<file path="config.mk">
export PLATFORM = sky130hd
export DESIGN_NAME = ddc_decoder
export DESIGN_NICKNAME = d
export VERILOG_FILES = /design/src/verilog/ddc_decoder.v
export VERILOG_INCLUDE_DIRS = /design/src /design/src/verilog
export SDC_FILE = /design/constraint.sdc
export NUM_CORES = 1
export LEC_CHECK = 0
export BUFFER_PORTS_ARGS = -buffer_cell sky130_fd_sc_hd__buf_2
export CAP_MARGIN = 5
export CORE_UTILIZATION = 40
export CTS_CLUSTER_SIZE = 28
export DETAILED_ROUTE_END_ITERATION = 16
export HOLD_SLACK_MARGIN = 0.06
export SLEW_MARGIN = 5
export SYNTH_ARGS = -nofsm -noshare
export SYNTH_HDL_FRONTEND = slang
export SYNTH_SLANG_ARGS = --single-unit
</file>
<file path="constraint.sdc">
create_clock -name clk -period 3 [get_ports clk]
set_input_delay 0.45 -clock clk [delete_from_list [all_inputs] [get_ports clk]]
set_output_delay 0.45 -clock clk [all_outputs]
set_load 0.02 [all_outputs]
</file>
<file path="src/verilog/ddc_regs.vh">
// constants for the dram command decoder
`ifndef DDC_REGS_VH
`define DDC_REGS_VH
`define DDC_BANKS 8
`define DDC_BANK_W 3
`define DDC_ADDR_W 13
`define DDC_AP_POS 10
`define DDC_BC_POS 12
// command codes on the decoded command output
`define DDC_CMD_DESELECT 4'h0
`define DDC_CMD_NOP 4'h1
`define DDC_CMD_ACTIVATE 4'h2
`define DDC_CMD_PRECHARGE 4'h3
`define DDC_CMD_PRECHARGE_ALL 4'h4
`define DDC_CMD_WRITE 4'h5
`define DDC_CMD_READ 4'h6
`define DDC_CMD_MODE_LOAD 4'h7
`define DDC_CMD_REFRESH 4'h8
`define DDC_CMD_SELF_REF_ENTRY 4'h9
`define DDC_CMD_SELF_REF_EXIT 4'ha
`define DDC_CMD_PD_ENTRY 4'hb
`define DDC_CMD_PD_EXIT 4'hc
`define DDC_CMD_CAL_LONG 4'hd
`define DDC_CMD_CAL_SHORT 4'he
`define DDC_CMD_ILLEGAL 4'hf
// power states
`define DDC_PWR_ON 2'h0
`define DDC_PWR_DOWN 2'h1
`define DDC_PWR_SELF_REF 2'h2
`endif

</file>
<file path="src/verilog/ddc_decoder.v">
// command decoder and bank state tracker of an eight bank ddr dram
`timescale 1ns/1ps
`include "ddc_regs.vh"

// Notes on behaviour
// - chip select high starts no command
// - nop starts nothing, keeps ongoing work
// - activate opens idle bank with row
// - row stays open until bank precharged
// - precharge closes one bank or all
// - other bank access allowed during auto precharge
// - precharge of idle bank accepted, restarts
// - write to active bank, optional auto precharge
// - read to active bank, optional auto precharge
// - burst chop bit picks four or eight
// - mode load with all banks idle
// - refresh, self refresh entry and exit
// - power down entry and exit by clock enable
// - decode uses previous and present clock enable
// - data masks pass or block write bytes
// - calibration long or short by bit
// - command inputs sampled on link clock rise
// - on the fly chop only when enabled
module ddc_decoder #(
  parameter BANKS = `DDC_BANKS,
  parameter BANK_W = `DDC_BANK_W,
  parameter ADDR_W = `DDC_ADDR_W
) (
  // system
  input wire clk,
  input wire rst,
  // link from the controller
  input wire link_clk,
  input wire clk_en,
  input wire chip_select_n,
  input wire row_strobe_n,
  input wire col_strobe_n,
  input wire write_strobe_n,
  input wire [BANK_W-1:0] bank_select_bits,
  input wire [ADDR_W-1:0] addr,
  input wire lower_byte_mask,
  input wire upper_byte_mask,
  // configuration
  input wire otf_chop_enable,
  input wire fixed_chop,
  // decoded command
  output reg cmd_valid,
  output reg [3:0] cmd_code,
  output reg [BANK_W-1:0] cmd_bank,
  output reg [ADDR_W-1:0] cmd_addr,
  output reg cmd_auto_precharge,
  output reg chopped_burst_of_four,
  output reg burst_of_eight,
  output reg cmd_refused,
  // state
  output reg [BANKS-1:0] bank_open,
  output reg [BANKS*ADDR_W-1:0] open_rows,
  output reg [1:0] power_state,
  // write data masking
  output reg lower_pass,
  output reg upper_pass
);

  localparam IN_W = 8 + BANK_W + ADDR_W;

  // two stage synchronisers for all link inputs
  reg [IN_W-1:0] in_s1;
  reg [IN_W-1:0] in_s2;
  reg lclk_d;
  reg cke_prev;
  wire [IN_W-1:0] in_raw;
  assign in_raw = {link_clk, clk_en, chip_select_n, row_strobe_n,
                   col_strobe_n, write_strobe_n, lower_byte_mask,
                   upper_byte_mask, bank_select_bits, addr};

  always @(posedge clk) begin
    if (rst) begin
      in_s1 <= {IN_W{1'b0}};
      in_s2 <= {IN_W{1'b0}};
      lclk_d <= 1'b0;
    end else begin
      in_s1 <= in_raw;
      in_s2 <= in_s1;
      lclk_d <= in_s2[IN_W-1];
    end
  end

  wire s_lclk;
  wire s_cke;
  wire s_cs_n;
  wire s_ras_n;
  wire s_cas_n;
  wire s_we_n;
  wire s_ldm;
  wire s_udm;
  wire [BANK_W-1:0] s_bank;
  wire [ADDR_W-1:0] s_addr;
  assign s_lclk = in_s2[IN_W-1];
  assign s_cke = in_s2[IN_W-2];
  assign s_cs_n = in_s2[IN_W-3];
  assign s_ras_n = in_s2[IN_W-4];
  assign s_cas_n = in_s2[IN_W-5];
  assign s_we_n = in_s2[IN_W-6];
  assign s_ldm = in_s2[IN_W-7];
  assign s_udm = in_s2[IN_W-8];
  assign s_bank = in_s2[BANK_W+ADDR_W-1:ADDR_W];
  assign s_addr = in_s2[ADDR_W-1:0];

  // the slow link clock is oversampled; commands are taken on its rise
  wire sample;
  assign sample = s_lclk & ~lclk_d;

  wire ap;
  wire bc;
  wire sel_bank_open;
  wire all_idle;
  wire idle_or_nop;
  assign ap = s_addr[`DDC_AP_POS];
  assign bc = s_addr[`DDC_BC_POS];
  assign sel_bank_open = bank_open[s_bank];
  assign all_idle = ~|bank_open;
  assign idle_or_nop = s_cs_n | (s_ras_n & s_cas_n & s_we_n);

  // combinational command decode
  reg [3:0] next_code;
  reg next_ok;
  always @* begin
    next_code = `DDC_CMD_ILLEGAL;
    next_ok = 1'b1;
    if (cke_prev & ~s_cke) begin
      if (~s_cs_n & ~s_ras_n & ~s_cas_n & s_we_n) begin
        next_code = `DDC_CMD_SELF_REF_ENTRY;
        next_ok = all_idle;
      end else if (idle_or_nop) begin
        next_code = `DDC_CMD_PD_ENTRY;
        next_ok = 1'b1;
      end else begin
        next_ok = 1'b0;
      end
    end else if (~cke_prev & s_cke) begin
      if (idle_or_nop) begin
        if (power_state == `DDC_PWR_SELF_REF) begin
          next_code = `DDC_CMD_SELF_REF_EXIT;
        end else begin
          next_code = `DDC_CMD_PD_EXIT;
        end
      end else begin
        next_ok = 1'b0;
      end
    end else if (~cke_prev) begin
      next_code = `DDC_CMD_DESELECT;
    end else if (s_cs_n) begin
      next_code = `DDC_CMD_DESELECT;
    end else begin
      case ({s_ras_n, s_cas_n, s_we_n})
        3'b111: next_code = `DDC_CMD_NOP;
        3'b011: begin
          next_code = `DDC_CMD_ACTIVATE;
          next_ok = ~sel_bank_open;
        end
        3'b010: begin
          // idle or precharging banks accept it too
          next_code = ap ? `DDC_CMD_PRECHARGE_ALL :
                           `DDC_CMD_PRECHARGE;
        end
        3'b100: begin
          next_code = `DDC_CMD_WRITE;
          next_ok = sel_bank_open;
        end
        3'b101: begin
          next_code = `DDC_CMD_READ;
          next_ok = sel_bank_open;
        end
        3'b000: begin
          next_code = `DDC_CMD_MODE_LOAD;
          next_ok = all_idle;
        end
        3'b001: begin
          next_code = `DDC_CMD_REFRESH;
          next_ok = all_idle;
        end
        3'b110: begin
          next_code = ap ? `DDC_CMD_CAL_LONG :
                           `DDC_CMD_CAL_SHORT;
          next_ok = all_idle;
        end
        default: next_ok = 1'b0;
      endcase
    end
  end

  wire is_rw;
  wire take;
  assign is_rw = (next_code == `DDC_CMD_WRITE) |
                 (next_code == `DDC_CMD_READ);
  assign take = sample & next_ok;

  // burst length: bit only honoured when on the fly is enabled
  wire next_chop;
  assign next_chop = otf_chop_enable ? ~bc : fixed_chop;

  always @(posedge clk) begin
    if (rst) begin
      cke_prev <= 1'b0;
      cmd_valid <= 1'b0;
      cmd_code <= `DDC_CMD_DESELECT;
      cmd_bank <= {BANK_W{1'b0}};
      cmd_addr <= {ADDR_W{1'b0}};
      cmd_auto_precharge <= 1'b0;
      chopped_burst_of_four <= 1'b0;
      burst_of_eight <= 1'b0;
      cmd_refused <= 1'b0;
      power_state <= `DDC_PWR_ON;
      lower_pass <= 1'b0;
      upper_pass <= 1'b0;
    end else begin
      cmd_valid <= take;
      cmd_refused <= sample & ~next_ok;
      if (sample) begin
        cke_prev <= s_cke;
        // masks only meaningful with an open bank and clock enabled
        lower_pass <= cke_prev & ~all_idle & ~s_ldm;
        upper_pass <= cke_prev & ~all_idle & ~s_udm;
      end
      if (take) begin
        cmd_code <= next_code;
        cmd_bank <= s_bank;
        cmd_addr <= s_addr;
        cmd_auto_precharge <= is_rw & ap;
        chopped_burst_of_four <= is_rw & next_chop;
        burst_of_eight <= is_rw & ~next_chop;
        case (next_code)
          `DDC_CMD_SELF_REF_ENTRY: power_state <= `DDC_PWR_SELF_REF;
          `DDC_CMD_PD_ENTRY: power_state <= `DDC_PWR_DOWN;
          `DDC_CMD_SELF_REF_EXIT: power_state <= `DDC_PWR_ON;
          `DDC_CMD_PD_EXIT: power_state <= `DDC_PWR_ON;
          default: power_state <= power_state;
        endcase
      end
    end
  end

  // per bank open state and row
  genvar b;
  generate
    for (b = 0; b < BANKS; b = b + 1) begin : g_bank
      localparam [BANK_W-1:0] IDX = b;
      wire hit;
      assign hit = (s_bank == IDX);
      always @(posedge clk) begin
        if (rst) begin
          bank_open[b] <= 1'b0;
          open_rows[b*ADDR_W +: ADDR_W] <= {ADDR_W{1'b0}};
        end else if (take) begin
          if (next_code == `DDC_CMD_ACTIVATE && hit) begin
            bank_open[b] <= 1'b1;
            open_rows[b*ADDR_W +: ADDR_W] <= s_addr;
          end else if (next_code == `DDC_CMD_PRECHARGE_ALL ||
                       (next_code == `DDC_CMD_PRECHARGE && hit)) begin
            bank_open[b] <= 1'b0;
          end else if (is_rw && ap && hit) begin
            // auto precharge closes only this bank
            bank_open[b] <= 1'b0;
          end
        end
      end
    end
  endgenerate

endmodule // ddc_decoder

</file>
-- Yosys cells after proc, flatten, opt, wreduce, memory -nomap -nowiden
Cells that the tools add are included.
- bits in read-only memories: 0
- memories kept: 0
- input port bits: 28
- RAM bits: 0
- flip-flop bits (word level): 191
- latch bits: 0
- equal/unequal tests: 24
- order comparisons: 1
- shift operators: 0
- reductions and logical operators: 66
- multiplexer cells: 46
- multipliers: 0
- divide/modulo/power cells: 0
- $add $sub $neg: 0
- bitwise gates (word level): 30
- operators by type and width (operator ; count):
    2-bit AND reduction ; 17
    1-bit 2-to-1 mux ; 32
    4-bit one-hot mux with 8 select lines ; 1
    3-bit nonzero test ; 9
    1-bit logical AND ; 25
    3-bit equality test (second input constant) ; 8
    1-bit bitwise AND ; 16
    4-bit equality test (second input constant) ; 4
    4-bit 2-to-1 mux ; 4
    3-bit 2-to-1 mux ; 5
    3-bit by 2-bit equality test with 1-bit output (second input constant) ; 4
    4-bit by 3-bit equality test with 1-bit output (second input constant) ; 3
    1-bit inverter ; 12
    4-bit by 2-bit equality test with 1-bit output (second input constant) ; 2
    1-bit logical OR ; 8
    8-bit OR reduction ; 1
    3-bit by 1-bit equality test with 1-bit output (second input constant) ; 2
    3-bit logical NOT ; 2
    2-bit one-hot mux with 3 select lines ; 1
    3-bit by 4-bit less-than comparator with 1-bit output (second input constant) ; 1
    2-bit OR reduction ; 2
    1-bit binary-select mux with 3-bit select ; 1
    1-bit one-hot mux with 3 select lines ; 1
    3-bit OR reduction ; 1
    4 further kinds ; 5

-- Depth between registers and ports, before layout
- depth after elaboration: 13
- mapped depth: 12
- depth with buffers taken out: 8

-- Worst setup path before layout
OpenSTA, ideal clock, no wires.
- kind: register to register
- start: reg bank_open[7]
- end: reg open_rows[17]
- required time: 2.872 ns
- library setup time: 0.128 ns
- cell stages (with the launch flop): 10
- path buffers: 1
- arrival time: 2.482 ns
- path slack: 0.390 ns
- cell sequence: dfxtp_1 > nor4_1 > nand2_1 > a21bo_1 > a311oi_1 > a21oi_2 > nor4_4 > buf_6 > mux2i_1 > nor2_1
- cells in the longest elaborated chain, start to end: 10
- elaborated cells between the ends (all ways): 13
- RTL lines (item ; RTL line ; RTL):
    start: declaration ; ddc_decoder.v:56 ; output reg [BANKS-1:0] bank_open,
    start signal: indexed assignment ; ddc_decoder.v:252 ; bank_open[b] <= 1'b0;
    start signal: indexed assignment ; ddc_decoder.v:256 ; bank_open[b] <= 1'b1;
    start signal: indexed assignment ; ddc_decoder.v:260 ; bank_open[b] <= 1'b0;
    1-bit binary-select mux with 3-bit select ; ddc_decoder.v:120 ; assign sel_bank_open = bank_open[s_bank];
    1-bit 2-to-1 mux (implied by the code) ; ddc_decoder.v:120 ;
    1-bit inverter ; ddc_decoder.v:159 ; next_ok = ~sel_bank_open;
    1-bit one-hot mux with 3 select lines ; ddc_decoder.v:155 ; case ({s_ras_n, s_cas_n, s_we_n})
    1-bit 2-to-1 mux ; ddc_decoder.v:152 ; end else if (s_cs_n) begin
    1-bit 2-to-1 mux ; ddc_decoder.v:150 ; end else if (~cke_prev) begin
    1-bit 2-to-1 mux ; ddc_decoder.v:140 ; end else if (~cke_prev & s_cke) begin
    1-bit 2-to-1 mux * ; ddc_decoder.v:130 ; if (cke_prev & ~s_cke) begin
    1-bit bitwise AND * ; ddc_decoder.v:196 ; assign take = sample & next_ok;
    2-bit AND reduction (no line) * ; n/a ;
    end signal: indexed assignment ; ddc_decoder.v:253 ; open_rows[b*ADDR_W +: ADDR_W] <= {ADDR_W{1'b0}};
    end signal: indexed assignment ; ddc_decoder.v:257 ; open_rows[b*ADDR_W +: ADDR_W] <= s_addr;
    end: declaration ; ddc_decoder.v:57 ; output reg [BANKS*ADDR_W-1:0] open_rows,
Every way passes the cells marked *; elsewhere a longest branch is shown, timed or not. The select of a mux whose other input is x is not followed.
A chain may end at the register's enable or synchronous reset.

-- Worst setup path after layout
- start: reg in_s2[18]
- end: reg bank_open[3]
- cells in the longest elaborated chain, start to end: 12
- elaborated cells between the ends (all ways): 44
- RTL lines (item ; RTL line ; RTL):
    start: declaration ; ddc_decoder.v:68 ; reg [IN_W-1:0] in_s2;
    start signal: assignment ; ddc_decoder.v:79 ; in_s2 <= {IN_W{1'b0}};
    start signal: assignment ; ddc_decoder.v:83 ; in_s2 <= in_s1;
    3-bit equality test (tied with other cells) ; ddc_decoder.v:155 ;
    4-bit one-hot mux with 8 select lines ; ddc_decoder.v:155 ;
    4-bit 2-to-1 mux ; ddc_decoder.v:152 ;
    4-bit 2-to-1 mux ; ddc_decoder.v:150 ;
    4-bit 2-to-1 mux ; ddc_decoder.v:140 ;
    4-bit 2-to-1 mux ; ddc_decoder.v:130 ;
    4-bit by 3-bit equality test with 1-bit output (no line) ; n/a ;
    1-bit OR ; ddc_decoder.v:194 ; assign is_rw = (next_code == `DDC_CMD_WRITE) |
    1-bit logical AND (2 in a row) ; ddc_decoder.v:261 ; end else if (is_rw && ap && hit) begin
    3-bit nonzero test (no line) ; n/a ;
    2-bit AND reduction (no line) ; n/a ;
    end signal: indexed assignment ; ddc_decoder.v:256 ;
    end signal: indexed assignment ; ddc_decoder.v:260 ;
    end signal: indexed assignment ; ddc_decoder.v:263 ; bank_open[b] <= 1'b0;
Several ways; a longest one is shown, not always the timed one.

==> flow_summary_export.csv <==
group,metric,value,unit
cts,htreeDepth,4,
drt,vias,5404,
drt,postRouteWirelength,18.5,mm
yosys,ys_warn_count,0,
die,row_count,48,
cts,post_cts_buffers,0,
grt,grt_pass1_wl,28.0,mm
power,power,5.01,mW
die,top_level_ports,169,
drt,antenna_left,0,
setup_path,path_delay_family,"compound AO/OA/AOI/OAI gates",
setup_path,worst_path_max_delay_cell,"o311ai_1",
cells_and_area,areaGrowthSynthToFinish,22.5,%
cts,clk_pin_slew,0.07,ns
cells_and_area,drive_gt1_share,27.0,%
sta,worst_slack,0.209,ns
sta,grt_setup_unrepaired,"false",
setup_path,critical_path.max_fanout,11,
die,coreArea,17400,um2
job,cap_violations,0,
cts,ctsHoldBuffers,0,
yosys,synth_area_leaders,"dfxtp_1 (53%), mux2i_1 (16%), nor2_1 (6.7%), nor2b_1 (4.5%), nand2_1 (2.8%)",
setup_path,setup.worst_path.end_class,"flip-flop",
hold_path,hp-class,"in2reg",
setup_path,reg2reg_slack,0.21,ns
sta,fin_crit,2.79,ns
setup_path,worstPathArrival,3.14,ns
setup_path,critPathMaxStageDelay,0.61,ns
grt,grt_max_degree,117,
setup_path,crit_chain,"or3b_2 -> nor3_1 -> o22ai_4 -> nand2_1 -> nor2_1 -> o311ai_1 -> o21ai_0 -> a21oi_1",
sta,tns,0,ns
sta,worstMarginPinSlew,0.871,ns
setup_path,critical_path_buf_inv_count,0,
cells_and_area,nets,909,
setup_path,critPathRequiredTime,3.35,ns
placed_design,dpl.hpwl,12.1,mm
cells_and_area,final_common_cell,"dfxtp_1",
yosys,synth.distinct_cells,53,
cells_and_area,final_cell_mix,"dfxtp_1 (190), buf_2 (167), nor2_1 (129), mux2i_1 (112), nand2_1 (53)",
power,ir_drop,0.387,mV
grt,grt_pass1_vias,4947,
yosys,synth_cells,730,
grt,track_usage,20.2,%
setup_path,critPathKind,"reg2reg",
placed_design,pre_cts_slack,0.269,ns
drt,drt-vias-per-instance,4.83,
die,fp.dieH,136,um
power,leakage,4.13,nW
cts,tritoncts,"built",
cts,root_buffer,"clkbuf_16",
yosys,synth.yosys.seq_area_share,53.3,%
drt,drt_iter0_drc,284,
drt,wl_per_cell,16.5,um
grt,antenna_found_initial,0,
yosys,yosysTopAreaCell,"dfxtp_1",
sta,drv_slew,0,
placed_design,portBuffers,168,
die,die_area,18500,um2
cts,cts_made_buffers,17,
yosys,synth_top_area_share,53.3,%
sta,max_slew_margin,42.0,%
status,outcome,"completed",
sta,fmax,0.358,GHz
power,power_density,570,nW/um2
grt,grt_overflow,0,
sta,skew,0.00977,ns
cts,cts.repair.resized,0,
yosys,syn_nets,758,
placed_design,gp_congestion,0.824,
yosys,syn_area_per_cell,9.83,um2
yosys,ys_ff_latch,191,
yosys,netlist_area,7170,um2
cts,cts.path.max_buffers,2,
sta,period_share,93.0,%
sta,hold_viol_final,0,
cts,cts_num_sinks,191,
die,die_w,136,um
die,initial_core_util,41.2,%
sta,setup_violations,0,
drt,route.detailed.drc,0,
cts,clk_latency,0.43,ns
drt,firstDrtPassIters,5,
cells_and_area,n_fill_cell,1652,
cells_and_area,diodes,0,
setup_path,start_kind,"flip-flop",
flip-flops by register name, summed over array words and instances, names as in the netlist, 2 cells and up:
name / count
open_rows: 104
in_s1: 24
in_s2: 24
cmd_addr: 13
bank_open: 8
cmd_code: 4
cmd_bank: 3
power_state: 2
worst paths after layout:
kind                        start                        end  cells past startpoint
max          in_s2[18]$_SDFF_PP0_  bank_open[3]$_SDFFE_PP0P_                      8
min                      addr[11]       in_s1[11]$_SDFF_PP0_                      2
max reg2reg  in_s2[18]$_SDFF_PP0_  bank_open[3]$_SDFFE_PP0P_                      8
min reg2reg  in_s1[19]$_SDFF_PP0_       in_s2[19]$_SDFF_PP0_                      1
kinds of logic (layout without fill, tap and decap cells):
kind of cell              count (synthesis)  count (layout)  synth area share, %
and+or+nand+nor                         278             278                 18.9
DFF                                     191             191                 53.3
muxes                                   115             115                 16.1
buffers and inverters                    73             237                 5.32
AOI/OAI and AO/OA                        72              72                 6.28
xor gates and xnor gates                  1               1                0.122
layout make-up:
class	instances	area [um2]	area share (%)
Timing Repair Buffer	192	1090	12.4
Clock inverter	15	151	1.72
Inverter	13	48.8	0.555
Multi-Input combinational cell	466	2970	33.8
Sequential cell	191	3820	43.5
Tap cell	225	282	3.20
Clock buffer	17	425	4.84
where the power goes:
group / switching [mW] / internal (mW) / total [mW]
Combinational: 0.128 / 0.0784 / 0.207
Sequential: 0.0490 / 2.57 / 2.62
Clock: 1.08 / 1.11 / 2.18
per-layer routing:
metal	GRT usage, %	wire [um]	vias up
met5	0	0	-
met4	5.99	212	0
met3	4.21	887	19
met2	31.1	8440	148
met1	28.4	8930	2512
li1	-	-	2725
synthesized netlist by cell type (all sizes together):
| cell | instances |
|---|---|
| or3 | 5 |
| a211oi | 3 |
| nor2b | 52 |
| nand4 | 5 |
| dfxtp | 191 |
| nor3 | 7 |
| and2b | 1 |
| nand2 | 53 |
| o22ai | 2 |
| and2 | 2 |
| o21ai | 14 |
| a21o | 2 |
| nand2b | 6 |
| nor2 | 130 |
| and3 | 2 |
| mux2i | 112 |
| nor4 | 5 |
| o21a | 2 |
| o311ai | 2 |
| a21oi | 34 |
| buf | 27 |
| or4 | 1 |
| a211o | 1 |
| nand3 | 1 |
| inv | 13 |
| a31oi | 2 |
| nand4b | 3 |
| or3b | 2 |
| and4bb | 1 |
| o211ai | 4 |
| a21bo | 1 |
| o221ai | 1 |
| and4b | 2 |
| clkbuf | 33 |
| a22oi | 1 |
| a2bb2oi | 1 |
| a31o | 1 |
| xor2 | 1 |
| a311oi | 1 |
| mux2 | 3 |
per-stage QoR:
stage / area (um2) / util [%] / cells / hold slack (ns)
after floorplan: 7170 / - / 730 / 0.414
after global routing: 8790 / 50.5 / 1119 / 0.222
after CTS: 8790 / 50.5 / 1119 / 0.211
after global placement: 8210 / 47.2 / 1087 / 0.417
final: 8790 / 50.5 / 1119 / 0.226
after detailed placement: 8210 / 47.2 / 1087 / 0.420
worst reg2reg max path: stages, from the launching register on:
cell	delay (ns)
dfxtp_1	0.55
or3b_2	0.50
nor3_1	0.32
o22ai_4	0.15
nand2_1	0.14
nor2_1	0.07
o311ai_1	0.61
o21ai_0	0.22
a21oi_1	0.15
(Power assumes the default switching activity.)
